==> src/include/ads_params.svh <==
// Constants of the converter scan sequencer
`ifndef ADS_PARAMS_SVH
`define ADS_PARAMS_SVH

// ---------------------------------------------------------------
// Register byte addresses
// ---------------------------------------------------------------
`define ADS_OFF_CTRL    8'h00
`define ADS_OFF_CHSEL   8'h04
`define ADS_OFF_STAT    8'h08
`define ADS_OFF_RES0    8'h10
`define ADS_OFF_RES1    8'h14
`define ADS_OFF_RES2    8'h18
`define ADS_OFF_RES3    8'h1c

// ---------------------------------------------------------------
// Reset values and codes
// ---------------------------------------------------------------
`define ADS_CTRL_RST    8'h00
`define ADS_CHSEL_RST   8'h00
`define ADS_RES_RST     8'h00
`define ADS_MODE_SCAN1  2'h0
`define ADS_MODE_SCANC  2'h1
`define ADS_MODE_DUAL   2'h2
`define ADS_SRC_TMR     2'h0
`define ADS_SRC_IMM     2'h1
`define ADS_SRC_EDGE    2'h2
`define ADS_SLOT_LAST   2'h3
`define ADS_RESP_OKAY   2'h0
`define ADS_RESP_SLVERR 2'h2
`define ADS_STAT_DONE   0

`endif

==> src/include/ads_pkg.sv <==
// Types of the converter scan sequencer
package ads_pkg;

   // ------------------------------------------------------------
   // Sequencer states
   // ------------------------------------------------------------
   typedef enum logic [2:0]
   {
      ST_IDLE  = 3'h1,
      ST_ARMED = 3'h2,
      ST_CONV  = 3'h4
   } ads_state_t;

   // ------------------------------------------------------------
   // Control register layout
   // ------------------------------------------------------------
   typedef struct packed
   {
      logic       irq_en;
      logic       enable;
      logic       edge_fall;
      logic [1:0] start_src;
      logic       step;
      logic [1:0] mode;
   } ads_ctrl_t;

   // ------------------------------------------------------------
   // Channel select register layout
   // ------------------------------------------------------------
   typedef struct packed
   {
      logic [1:0] dual_sec;
      logic [1:0] dual_fst;
      logic [3:0] mask;
   } ads_chsel_t;

   // ------------------------------------------------------------
   // Request to the analog converter
   // ------------------------------------------------------------
   typedef struct packed
   {
      logic       start;
      logic [1:0] ch;
   } ads_conv_req_t;

endpackage

==> src/rtl/ads_scan_seq.sv <==
// Converter scan sequencer with AXI4-Lite register slave
//
// Implementation choices: the register offsets and the AXI4-Lite slave port.
`timescale 1ns/10ps
`include "ads_params.svh"

module ads_scan_seq
(
   input  wire logic                  i_clk,
   input  wire logic                  i_nrst,
   input  wire logic [7:0]            s_axi_awaddr,
   input  wire logic                  s_axi_awvalid,
   output logic                       s_axi_awready,
   input  wire logic [31:0]           s_axi_wdata,
   input  wire logic [3:0]            s_axi_wstrb,
   input  wire logic                  s_axi_wvalid,
   output logic                       s_axi_wready,
   output logic [1:0]                 s_axi_bresp,
   output logic                       s_axi_bvalid,
   input  wire logic                  s_axi_bready,
   input  wire logic [7:0]            s_axi_araddr,
   input  wire logic                  s_axi_arvalid,
   output logic                       s_axi_arready,
   output logic [31:0]                s_axi_rdata,
   output logic [1:0]                 s_axi_rresp,
   output logic                       s_axi_rvalid,
   input  wire logic                  s_axi_rready,
   input  wire logic                  i_tmr0_ovf,
   input  wire logic                  i_edge_trigger_pin,
   output ads_pkg::ads_conv_req_t     o_conv_req,
   input  wire logic                  i_conv_done,
   input  wire logic [7:0]            i_conv_data,
   output logic                       o_done_irq
);

   // ------------------------------------------------------------
   // Reset release
   // ------------------------------------------------------------
   logic rst_s1_r;
   logic rst_n;

   always_ff @(posedge i_clk or negedge i_nrst)
   begin
      if (!i_nrst)
      begin
         rst_s1_r <= 1'b0;
         rst_n    <= 1'b0;
      end
      else
      begin
         rst_s1_r <= 1'b1;
         rst_n    <= rst_s1_r;
      end
   end

   // ------------------------------------------------------------
   // Declarations
   // ------------------------------------------------------------
   ads_pkg::ads_ctrl_t  ctrl_r;
   ads_pkg::ads_chsel_t chsel_r;
   ads_pkg::ads_state_t st_r;
   logic [7:0]          res_r [4];
   logic [1:0]          pos_r;
   logic                in_pass_r;
   logic                flag_r;
   logic                imm_pend_r;
   logic                conv_start_r;
   logic [1:0]          conv_ch_r;
   logic                aw_hold_r;
   logic                w_hold_r;
   logic [7:0]          aw_addr_r;
   logic [31:0]         w_data_r;
   logic [3:0]          w_strb_r;
   logic                wr_do;
   logic                ctrl_wr;
   logic                flag_clr;
   logic                pin_s1_r;
   logic                pin_s2_r;
   logic                pin_s3_r;
   logic                edge_pls;
   logic                trig;
   logic                go;
   logic                acc;
   logic                dual;
   logic                cont;
   logic [1:0]          first_pos;
   logic [1:0]          cur_pos;
   logic [2:0]          nxt_sel;
   logic                pass_end;
   logic [1:0]          pos_nxt;
   logic                done_set;
   logic                can_run;
   ads_pkg::ads_ctrl_t  ctrl_wd;

   // ------------------------------------------------------------
   // Channel search helpers
   // ------------------------------------------------------------
   function automatic logic [1:0] first_sel(input logic [3:0] m);
      logic [1:0] r;
      r = 2'h0;
      for (int i = 3; i >= 0; i--)
         if (m[i])
            r = 2'(i);
      return r;
   endfunction

   function automatic logic [2:0] next_sel(input logic [3:0] m,
                                           input logic [1:0] c);
      logic [2:0] r;
      r = 3'h0;
      for (int i = 3; i >= 0; i--)
         if (m[i] && (2'(i) > c))
            r = {1'b1, 2'(i)};
      return r;
   endfunction

   // ------------------------------------------------------------
   // Pin synchroniser and edge detect
   // ------------------------------------------------------------
   always_ff @(posedge i_clk or negedge rst_n)
   begin
      if (!rst_n)
      begin
         pin_s1_r <= 1'b0;
         pin_s2_r <= 1'b0;
         pin_s3_r <= 1'b0;
      end
      else
      begin
         pin_s1_r <= i_edge_trigger_pin;
         pin_s2_r <= pin_s1_r;
         pin_s3_r <= pin_s2_r;
      end
   end

   // Polarity picks rising or falling
   assign edge_pls = ctrl_r.edge_fall ? (pin_s3_r & ~pin_s2_r)
                                      : (~pin_s3_r & pin_s2_r);

   // ------------------------------------------------------------
   // Start sources and sequence decode
   // ------------------------------------------------------------
   assign dual = (ctrl_r.mode == `ADS_MODE_DUAL);
   assign cont = dual || (ctrl_r.mode == `ADS_MODE_SCANC);
   always_comb
   begin
      case (ctrl_r.start_src)
         `ADS_SRC_TMR:  trig = i_tmr0_ovf;
         `ADS_SRC_IMM:  trig = imm_pend_r;
         `ADS_SRC_EDGE: trig = edge_pls;
         default:       trig = 1'b0;
      endcase
   end

   assign can_run   = dual || (chsel_r.mask != 4'h0);
   assign first_pos = dual ? 2'h0 : first_sel(chsel_r.mask);
   assign cur_pos   = in_pass_r ? pos_r : first_pos;
   // Triggers only count while armed
   assign go        = (st_r == ads_pkg::ST_ARMED) && trig && can_run;
   assign acc       = (st_r == ads_pkg::ST_CONV) && i_conv_done;
   assign nxt_sel   = next_sel(chsel_r.mask, pos_r);
   assign pass_end  = dual ? (pos_r == `ADS_SLOT_LAST) : !nxt_sel[2];
   assign pos_nxt   = dual ? 2'(pos_r + 2'h1) : nxt_sel[1:0];
   assign done_set  = acc && (pass_end || ctrl_r.step);

   // ------------------------------------------------------------
   // Sequencer state machine
   // ------------------------------------------------------------
   always_ff @(posedge i_clk or negedge rst_n)
   begin
      if (!rst_n)
      begin
         st_r      <= ads_pkg::ST_IDLE;
         pos_r     <= 2'h0;
         in_pass_r <= 1'b0;
      end
      else if (!ctrl_r.enable)
      begin
         st_r      <= ads_pkg::ST_IDLE;
         in_pass_r <= 1'b0;
      end
      else
      begin
         case (st_r)
            ads_pkg::ST_IDLE:
               st_r <= ads_pkg::ST_ARMED;
            ads_pkg::ST_ARMED:
               if (go)
               begin
                  st_r      <= ads_pkg::ST_CONV;
                  pos_r     <= cur_pos;
                  in_pass_r <= 1'b1;
               end
            ads_pkg::ST_CONV:
               if (acc)
               begin
                  if (pass_end)
                  begin
                     in_pass_r <= 1'b0;
                     pos_r     <= first_pos;
                     if (cont && !ctrl_r.step && can_run)
                        st_r <= ads_pkg::ST_CONV;
                     else
                        st_r <= ads_pkg::ST_ARMED;
                  end
                  else
                  begin
                     pos_r <= pos_nxt;
                     if (ctrl_r.step)
                        st_r <= ads_pkg::ST_ARMED;
                  end
               end
            default:
               st_r <= ads_pkg::ST_IDLE;
         endcase
      end
   end

   // ------------------------------------------------------------
   // Converter request
   // ------------------------------------------------------------
   logic restart;
   assign restart = acc && ctrl_r.enable && ((!pass_end && !ctrl_r.step)
                    || (pass_end && cont && !ctrl_r.step && can_run));

   always_ff @(posedge i_clk or negedge rst_n)
   begin
      if (!rst_n)
      begin
         conv_start_r <= 1'b0;
         conv_ch_r    <= 2'h0;
      end
      else
      begin
         conv_start_r <= (go && ctrl_r.enable) || restart;
         if (go || restart)
         begin
            if (dual)
               conv_ch_r <= (go ? cur_pos[0] : (pass_end ? 1'b0
                             : pos_nxt[0])) ? chsel_r.dual_sec
                                            : chsel_r.dual_fst;
            else
               conv_ch_r <= go ? cur_pos
                            : (pass_end ? first_pos : pos_nxt);
         end
      end
   end

   assign o_conv_req = '{start: conv_start_r, ch: conv_ch_r};

   // ------------------------------------------------------------
   // Result registers
   // ------------------------------------------------------------
   always_ff @(posedge i_clk or negedge rst_n)
   begin
      if (!rst_n)
         for (int i = 0; i < 4; i++)
            res_r[i] <= `ADS_RES_RST;
      else if (acc)
         res_r[pos_r] <= i_conv_data;
   end

   // ------------------------------------------------------------
   // Done flag, set wins over clear
   // ------------------------------------------------------------
   always_ff @(posedge i_clk or negedge rst_n)
   begin
      if (!rst_n)
         flag_r <= 1'b0;
      else if (done_set)
         flag_r <= 1'b1;
      else if (flag_clr)
         flag_r <= 1'b0;
   end

   assign o_done_irq = flag_r && ctrl_r.irq_en;

   // ------------------------------------------------------------
   // AXI4-Lite write path
   // ------------------------------------------------------------
   assign s_axi_awready = !aw_hold_r;
   assign s_axi_wready  = !w_hold_r;
   assign wr_do         = aw_hold_r && w_hold_r && !s_axi_bvalid;
   assign ctrl_wr       = wr_do && (aw_addr_r == `ADS_OFF_CTRL)
                          && w_strb_r[0];
   assign flag_clr      = wr_do && (aw_addr_r == `ADS_OFF_STAT)
                          && w_strb_r[0] && w_data_r[`ADS_STAT_DONE];

   always_ff @(posedge i_clk or negedge rst_n)
   begin
      if (!rst_n)
      begin
         aw_hold_r    <= 1'b0;
         w_hold_r     <= 1'b0;
         aw_addr_r    <= 8'h00;
         w_data_r     <= 32'h0000_0000;
         w_strb_r     <= 4'h0;
         s_axi_bvalid <= 1'b0;
         s_axi_bresp  <= `ADS_RESP_OKAY;
      end
      else
      begin
         if (s_axi_awvalid && s_axi_awready)
         begin
            aw_hold_r <= 1'b1;
            aw_addr_r <= s_axi_awaddr;
         end
         if (s_axi_wvalid && s_axi_wready)
         begin
            w_hold_r <= 1'b1;
            w_data_r <= s_axi_wdata;
            w_strb_r <= s_axi_wstrb;
         end
         if (wr_do)
         begin
            aw_hold_r    <= 1'b0;
            w_hold_r     <= 1'b0;
            s_axi_bvalid <= 1'b1;
            case (aw_addr_r)
               `ADS_OFF_CTRL,
               `ADS_OFF_CHSEL,
               `ADS_OFF_STAT: s_axi_bresp <= `ADS_RESP_OKAY;
               default:       s_axi_bresp <= `ADS_RESP_SLVERR;
            endcase
         end
         else if (s_axi_bready)
            s_axi_bvalid <= 1'b0;
      end
   end

   always_ff @(posedge i_clk or negedge rst_n)
   begin
      if (!rst_n)
      begin
         ctrl_r  <= `ADS_CTRL_RST;
         chsel_r <= `ADS_CHSEL_RST;
      end
      else if (wr_do && w_strb_r[0])
      begin
         if (aw_addr_r == `ADS_OFF_CTRL)
            ctrl_r <= w_data_r[7:0];
         if (aw_addr_r == `ADS_OFF_CHSEL)
            chsel_r <= w_data_r[7:0];
      end
   end

   // Immediate start waits for the armed state
   assign ctrl_wd = w_data_r[7:0];

   always_ff @(posedge i_clk or negedge rst_n)
   begin
      if (!rst_n)
         imm_pend_r <= 1'b0;
      else if (ctrl_wr)
         imm_pend_r <= (ctrl_wd.start_src == `ADS_SRC_IMM)
                       && ctrl_wd.enable;
      else if (go || !ctrl_r.enable)
         imm_pend_r <= 1'b0;
   end

   // ------------------------------------------------------------
   // AXI4-Lite read path
   // ------------------------------------------------------------
   assign s_axi_arready = !s_axi_rvalid;

   always_ff @(posedge i_clk or negedge rst_n)
   begin
      if (!rst_n)
      begin
         s_axi_rvalid <= 1'b0;
         s_axi_rdata  <= 32'h0000_0000;
         s_axi_rresp  <= `ADS_RESP_OKAY;
      end
      else if (s_axi_arvalid && s_axi_arready)
      begin
         s_axi_rvalid <= 1'b1;
         s_axi_rresp  <= `ADS_RESP_OKAY;
         case (s_axi_araddr)
            `ADS_OFF_CTRL:  s_axi_rdata <= {24'h0, ctrl_r};
            `ADS_OFF_CHSEL: s_axi_rdata <= {24'h0, chsel_r};
            `ADS_OFF_STAT:  s_axi_rdata <= {24'h0, 1'b0, pos_r,
                                            in_pass_r, st_r, flag_r};
            `ADS_OFF_RES0:  s_axi_rdata <= {24'h0, res_r[0]};
            `ADS_OFF_RES1:  s_axi_rdata <= {24'h0, res_r[1]};
            `ADS_OFF_RES2:  s_axi_rdata <= {24'h0, res_r[2]};
            `ADS_OFF_RES3:  s_axi_rdata <= {24'h0, res_r[3]};
            default:
            begin
               s_axi_rdata <= 32'h0000_0000;
               s_axi_rresp <= `ADS_RESP_SLVERR;
            end
         endcase
      end
      else if (s_axi_rready)
         s_axi_rvalid <= 1'b0;
   end
endmodule

==> config.mk <==
export PLATFORM = sky130hd
export DESIGN_NAME = ads_scan_seq
export DESIGN_NICKNAME = d
export VERILOG_FILES = /design/src/include/ads_pkg.sv /design/src/rtl/ads_scan_seq.sv
export VERILOG_INCLUDE_DIRS = /design/src /design/src/include
export SDC_FILE = /design/constraint.sdc
export NUM_CORES = 1
export LEC_CHECK = 0
export BUFFER_PORTS_ARGS = -buffer_cell sky130_fd_sc_hd__buf_2
export CAP_MARGIN = 20
export CORE_UTILIZATION = 40
export CTS_CLUSTER_SIZE = 10
export DETAILED_ROUTE_END_ITERATION = 10
export HOLD_SLACK_MARGIN = 0.15
export PLACE_DENSITY_LB_ADDON = 0.12
export SLEW_MARGIN = 20
export SYNTH_ARGS = -nofsm -noshare
export SYNTH_HDL_FRONTEND = slang
export SYNTH_SLANG_ARGS = --single-unit
==> constraint.sdc <==
create_clock -name i_clk -period 3.3 [get_ports i_clk]
set_clock_uncertainty 0.05 [all_clocks]
set_input_delay 0 -clock i_clk [delete_from_list [all_inputs] [get_ports i_clk]]
set_output_delay 0 -clock i_clk [all_outputs]
set_load 0.02 [all_outputs]
==> results.toml <==
[outcome]
status = "finished, violations left"
violations = "DRC"

[synth]
syn_area_per_cell_sq_um = 11.6
synth_cell_types = 59
synth_top_area_share_pct = 48.6
synth-async-reset-ratio_pct = 100
synth-seq-cells = 95
yosysMostFrequentCell = "dfrtp_1"
ys_warn_count = 0
synth_commonest_cells = "dfrtp_1, mux2_2, buf_4, nand2_1, o21ai_0"
postSynthCellCount = 417
synth-seq-area-share_pct = 49.1
syn-cell-area_sq_um = 4840
synth-edff-count = 0
synth_flop_cell = "dfrtp_1"
synth_area_leaders = "dfrtp_1, mux2_2, buf_4, mux4_2, o21ai_0"
synth.largest_area_cell = "dfrtp_1"

[sta]
rsz0062_at_grt = "false"
report.final.slew_viol_count = 0
final.min_clock_period_ns = 2.51
setup_viol = 0
finalHoldViolCount = 0
max_clock_freq_mhz = 398
max_slew_margin_pct = 43.2
period_share_pct = 76.2
tightest_slew_ns = 0.851
totalNegativeSetupSlack_ns = 0
holdWs_ns = 0.187

[layout]
multi_input_area_sq_um = 2210
regArea_sq_um = 2380
drive_gt1_share_pct = 32.4
nNetsFinal = 583
diodes = 0
fillers = 1053
final_util_pct = 50.1
area_delta_synth_final_pct = 20.1

[pwr]
switching_share_pct = 28.4
power_density_nw_per_um2 = 565
ir_drop_uv = 407
combPwrFrac_pct = 19.4
p_total_mw = 3.29
p_int_mw = 2.35
pwr-share-seq_pct = 46.8
power_switching_mw = 0.934
pwr-share-clk_pct = 33.8
leakagePower_nw = 2.76

[placement]
dp_hpwl_um = 7580
io_buffers = 61
place.gp.congestion = 0.874

[global_routing]
met2_usage_pct = 30.1
grt_pass1_wl_um = 18100
busiest_layer = "met2"
use_met3_pct = 2.92
grt_max_degree = 61
overflow = 0
grt_usage_pct = 19.0
grt_use_met1_pct = 26.1
grt_pass1_vias = 3407
antenna_found_initial = 0

[die]
core-area_sq_um = 11600
die-area_sq_um = 12600
initial_utilization_pct = 41.7
die_y_um = 112
row_count = 39
io_pins = 115
die_w_um = 112

[cts]
cts_max_level = 3
clock_path_buffers = 2
clk_latency_ns = 0.35
cts_root_buffer = "clkbuf_16"
cts_tree = "done"
cts.clk_slew.worst_paths_ns = 0.06
cts_sinks = 95
cts_made_buffers = 9

[critical_path]
critPathRequiredTime_ns = 3.47
critPathCaptureType = "flip-flop"
path_max_fanout = 17
crit_chain = "inv_1 -> ha_1 -> nor3_4 -> nand2_1 -> and4_4 -> mux2_2 -> a211oi_1 -> mux2i_1"
worstSetupStartpointType = "flip-flop"
max_stage_delay_ns = 0.53
reg2reg_slack_ns = 0.79
arrival_ns = 2.68
path_class = "reg -> reg"
cp_slowest_cell = "ha_1"

[routing]
drt_pass1_iterations = 11
drc = 1
drt_wl_total_um = 10900
drtIter0Drc = 191
routedWlPerCell_um = 16.6
viasPerCell = 5.31
dr_total_vias = 3483
ant_nets = 0

[min_path]
hp-class = "in -> reg"

[job]
cap_viol_max_count = 0
final cells by class:
cell class | instances | share of cell area (%)
flip-flops and latches | 95 | 40.9
multi-input cells | 291 | 38.0
repair buffers | 100 | 11.8
clock buffers | 12 | 4.24
well taps | 143 | 3.07
clock inverters | 4 | 1.20
inverters | 11 | 0.710
timing repair:
| item | CTS | global route |
|---|---|---|
| resized for setup | 0 | 0 |
| hold buffers | 36 | 0 |
| setup endpoints to repair | 0 | 0 |
| hold endpoints to repair | 68 | 0 |
| buffers inserted | 0 | 0 |
path summary, 6_finish.rpt:
kind	depth (start not counted)	from	end
setup reg to reg	8	ctrl_r[0]$_DFFE_PN0P_	conv_ch_r[1]$_DFFE_PN0P_
max in group asynchronous	1	rst_n$_DFF_PN0_	st_r[0]$_DFFE_PN1P_
hold reg to reg	0	pin_s1_r$_DFF_PN0_	pin_s2_r$_DFF_PN0_
min in group asynchronous	0	rst_n$_DFF_PN0_	res_r[24]$_DFFE_PN0P_
hold / removal	5	s_axi_araddr[0]	s_axi_rdata[2]$_DFFE_PN0P_
setup / recovery	8	ctrl_r[0]$_DFFE_PN0P_	conv_ch_r[1]$_DFFE_PN0P_
critical path: cells and delay by family, from the launching register on:
kind	cells	cell delay, ns
buffers and inverters	1	0.09
AND/OR/NAND/NOR	3	0.54
AO/OA/AOI/OAI	1	0.30
adder cells (fa/ha/maj)	1	0.53
multiplexers	2	0.49
flip-flops	1	0.38
per-stage QoR:
stage | instances | area (sq um) | setup WS [ns]
after floorplan | 442 | 4940 | 0.410
after global placement | 604 | 5140 | 0.827
after detailed placement | 604 | 5140 | 0.801
after CTS | 656 | 5820 | 0.790
after global routing | 656 | 5820 | 0.599
final | 656 | 5820 | 0.786
power by group through the flow:
stage / clock network (mW) / logic (mW) / registers (mW)
2_1_floorplan: 0 / 0.484 / 1.51
3_3_place_gp: 0 / 0.595 / 1.56
3_5_place_dp: 0 / 0.607 / 1.56
4_1_cts: 1.14 / 0.644 / 1.54
5_1_grt: 1.19 / 0.710 / 1.57
6_report: 1.11 / 0.639 / 1.54
cell families (layout without fill, tap and decap cells):
| group | after synthesis | after routing | share of synthesized area, % |
|---|---|---|---|
| xor+xnor | 1 | 1 | 0.181 |
| compound gates | 78 | 78 | 10.8 |
| other cells | 2 | 27 | 0.155 |
| simple gates | 101 | 101 | 11.8 |
| mux | 79 | 79 | 19.5 |
| fa+ha+maj | 5 | 5 | 1.29 |
| buf+inv | 56 | 127 | 7.18 |
| flops | 95 | 95 | 49.1 |
metal layers:
layer / up-vias / share of wire [%]
li1: 1639 / -
met5: - / 0
met4: 0 / 2.3
met2: 72 / 48
met3: 14 / 3.2
met1: 1758 / 47
flip-flops by register name (all words and copies together) (netlist names), 2 cells and up:
register	count
st_r	3
w_data_r	8
pos_r	2
conv_ch_r	2
chsel_r	8
aw_addr_r	8
s_axi_rdata	8
ctrl_r	8
res_r	32
cell usage in the layout, fill, tap and decap left out, drive strengths merged, types with 3 or more instances in the layout:
master,Yosys,layout
o211ai,6,6
a21oi,10,10
nand2b,3,3
clkbuf,5,12
dfrtp,94,94
nor3b,4,4
a21o,3,3
nor3,7,7
nand3,12,12
nor2,18,18
buf,40,64
a21boi,3,3
ha,5,5
inv,11,11
a31oi,4,4
and2,7,7
mux2i,7,7
nand2,28,28
o21ai,23,23
conb,2,27
dlygate4sd3,0,36
mux4,5,5
nand4,4,4
o21bai,5,5
nor2b,9,9
mux2,67,67
o221ai,3,3
(Power assumes the default switching activity.)
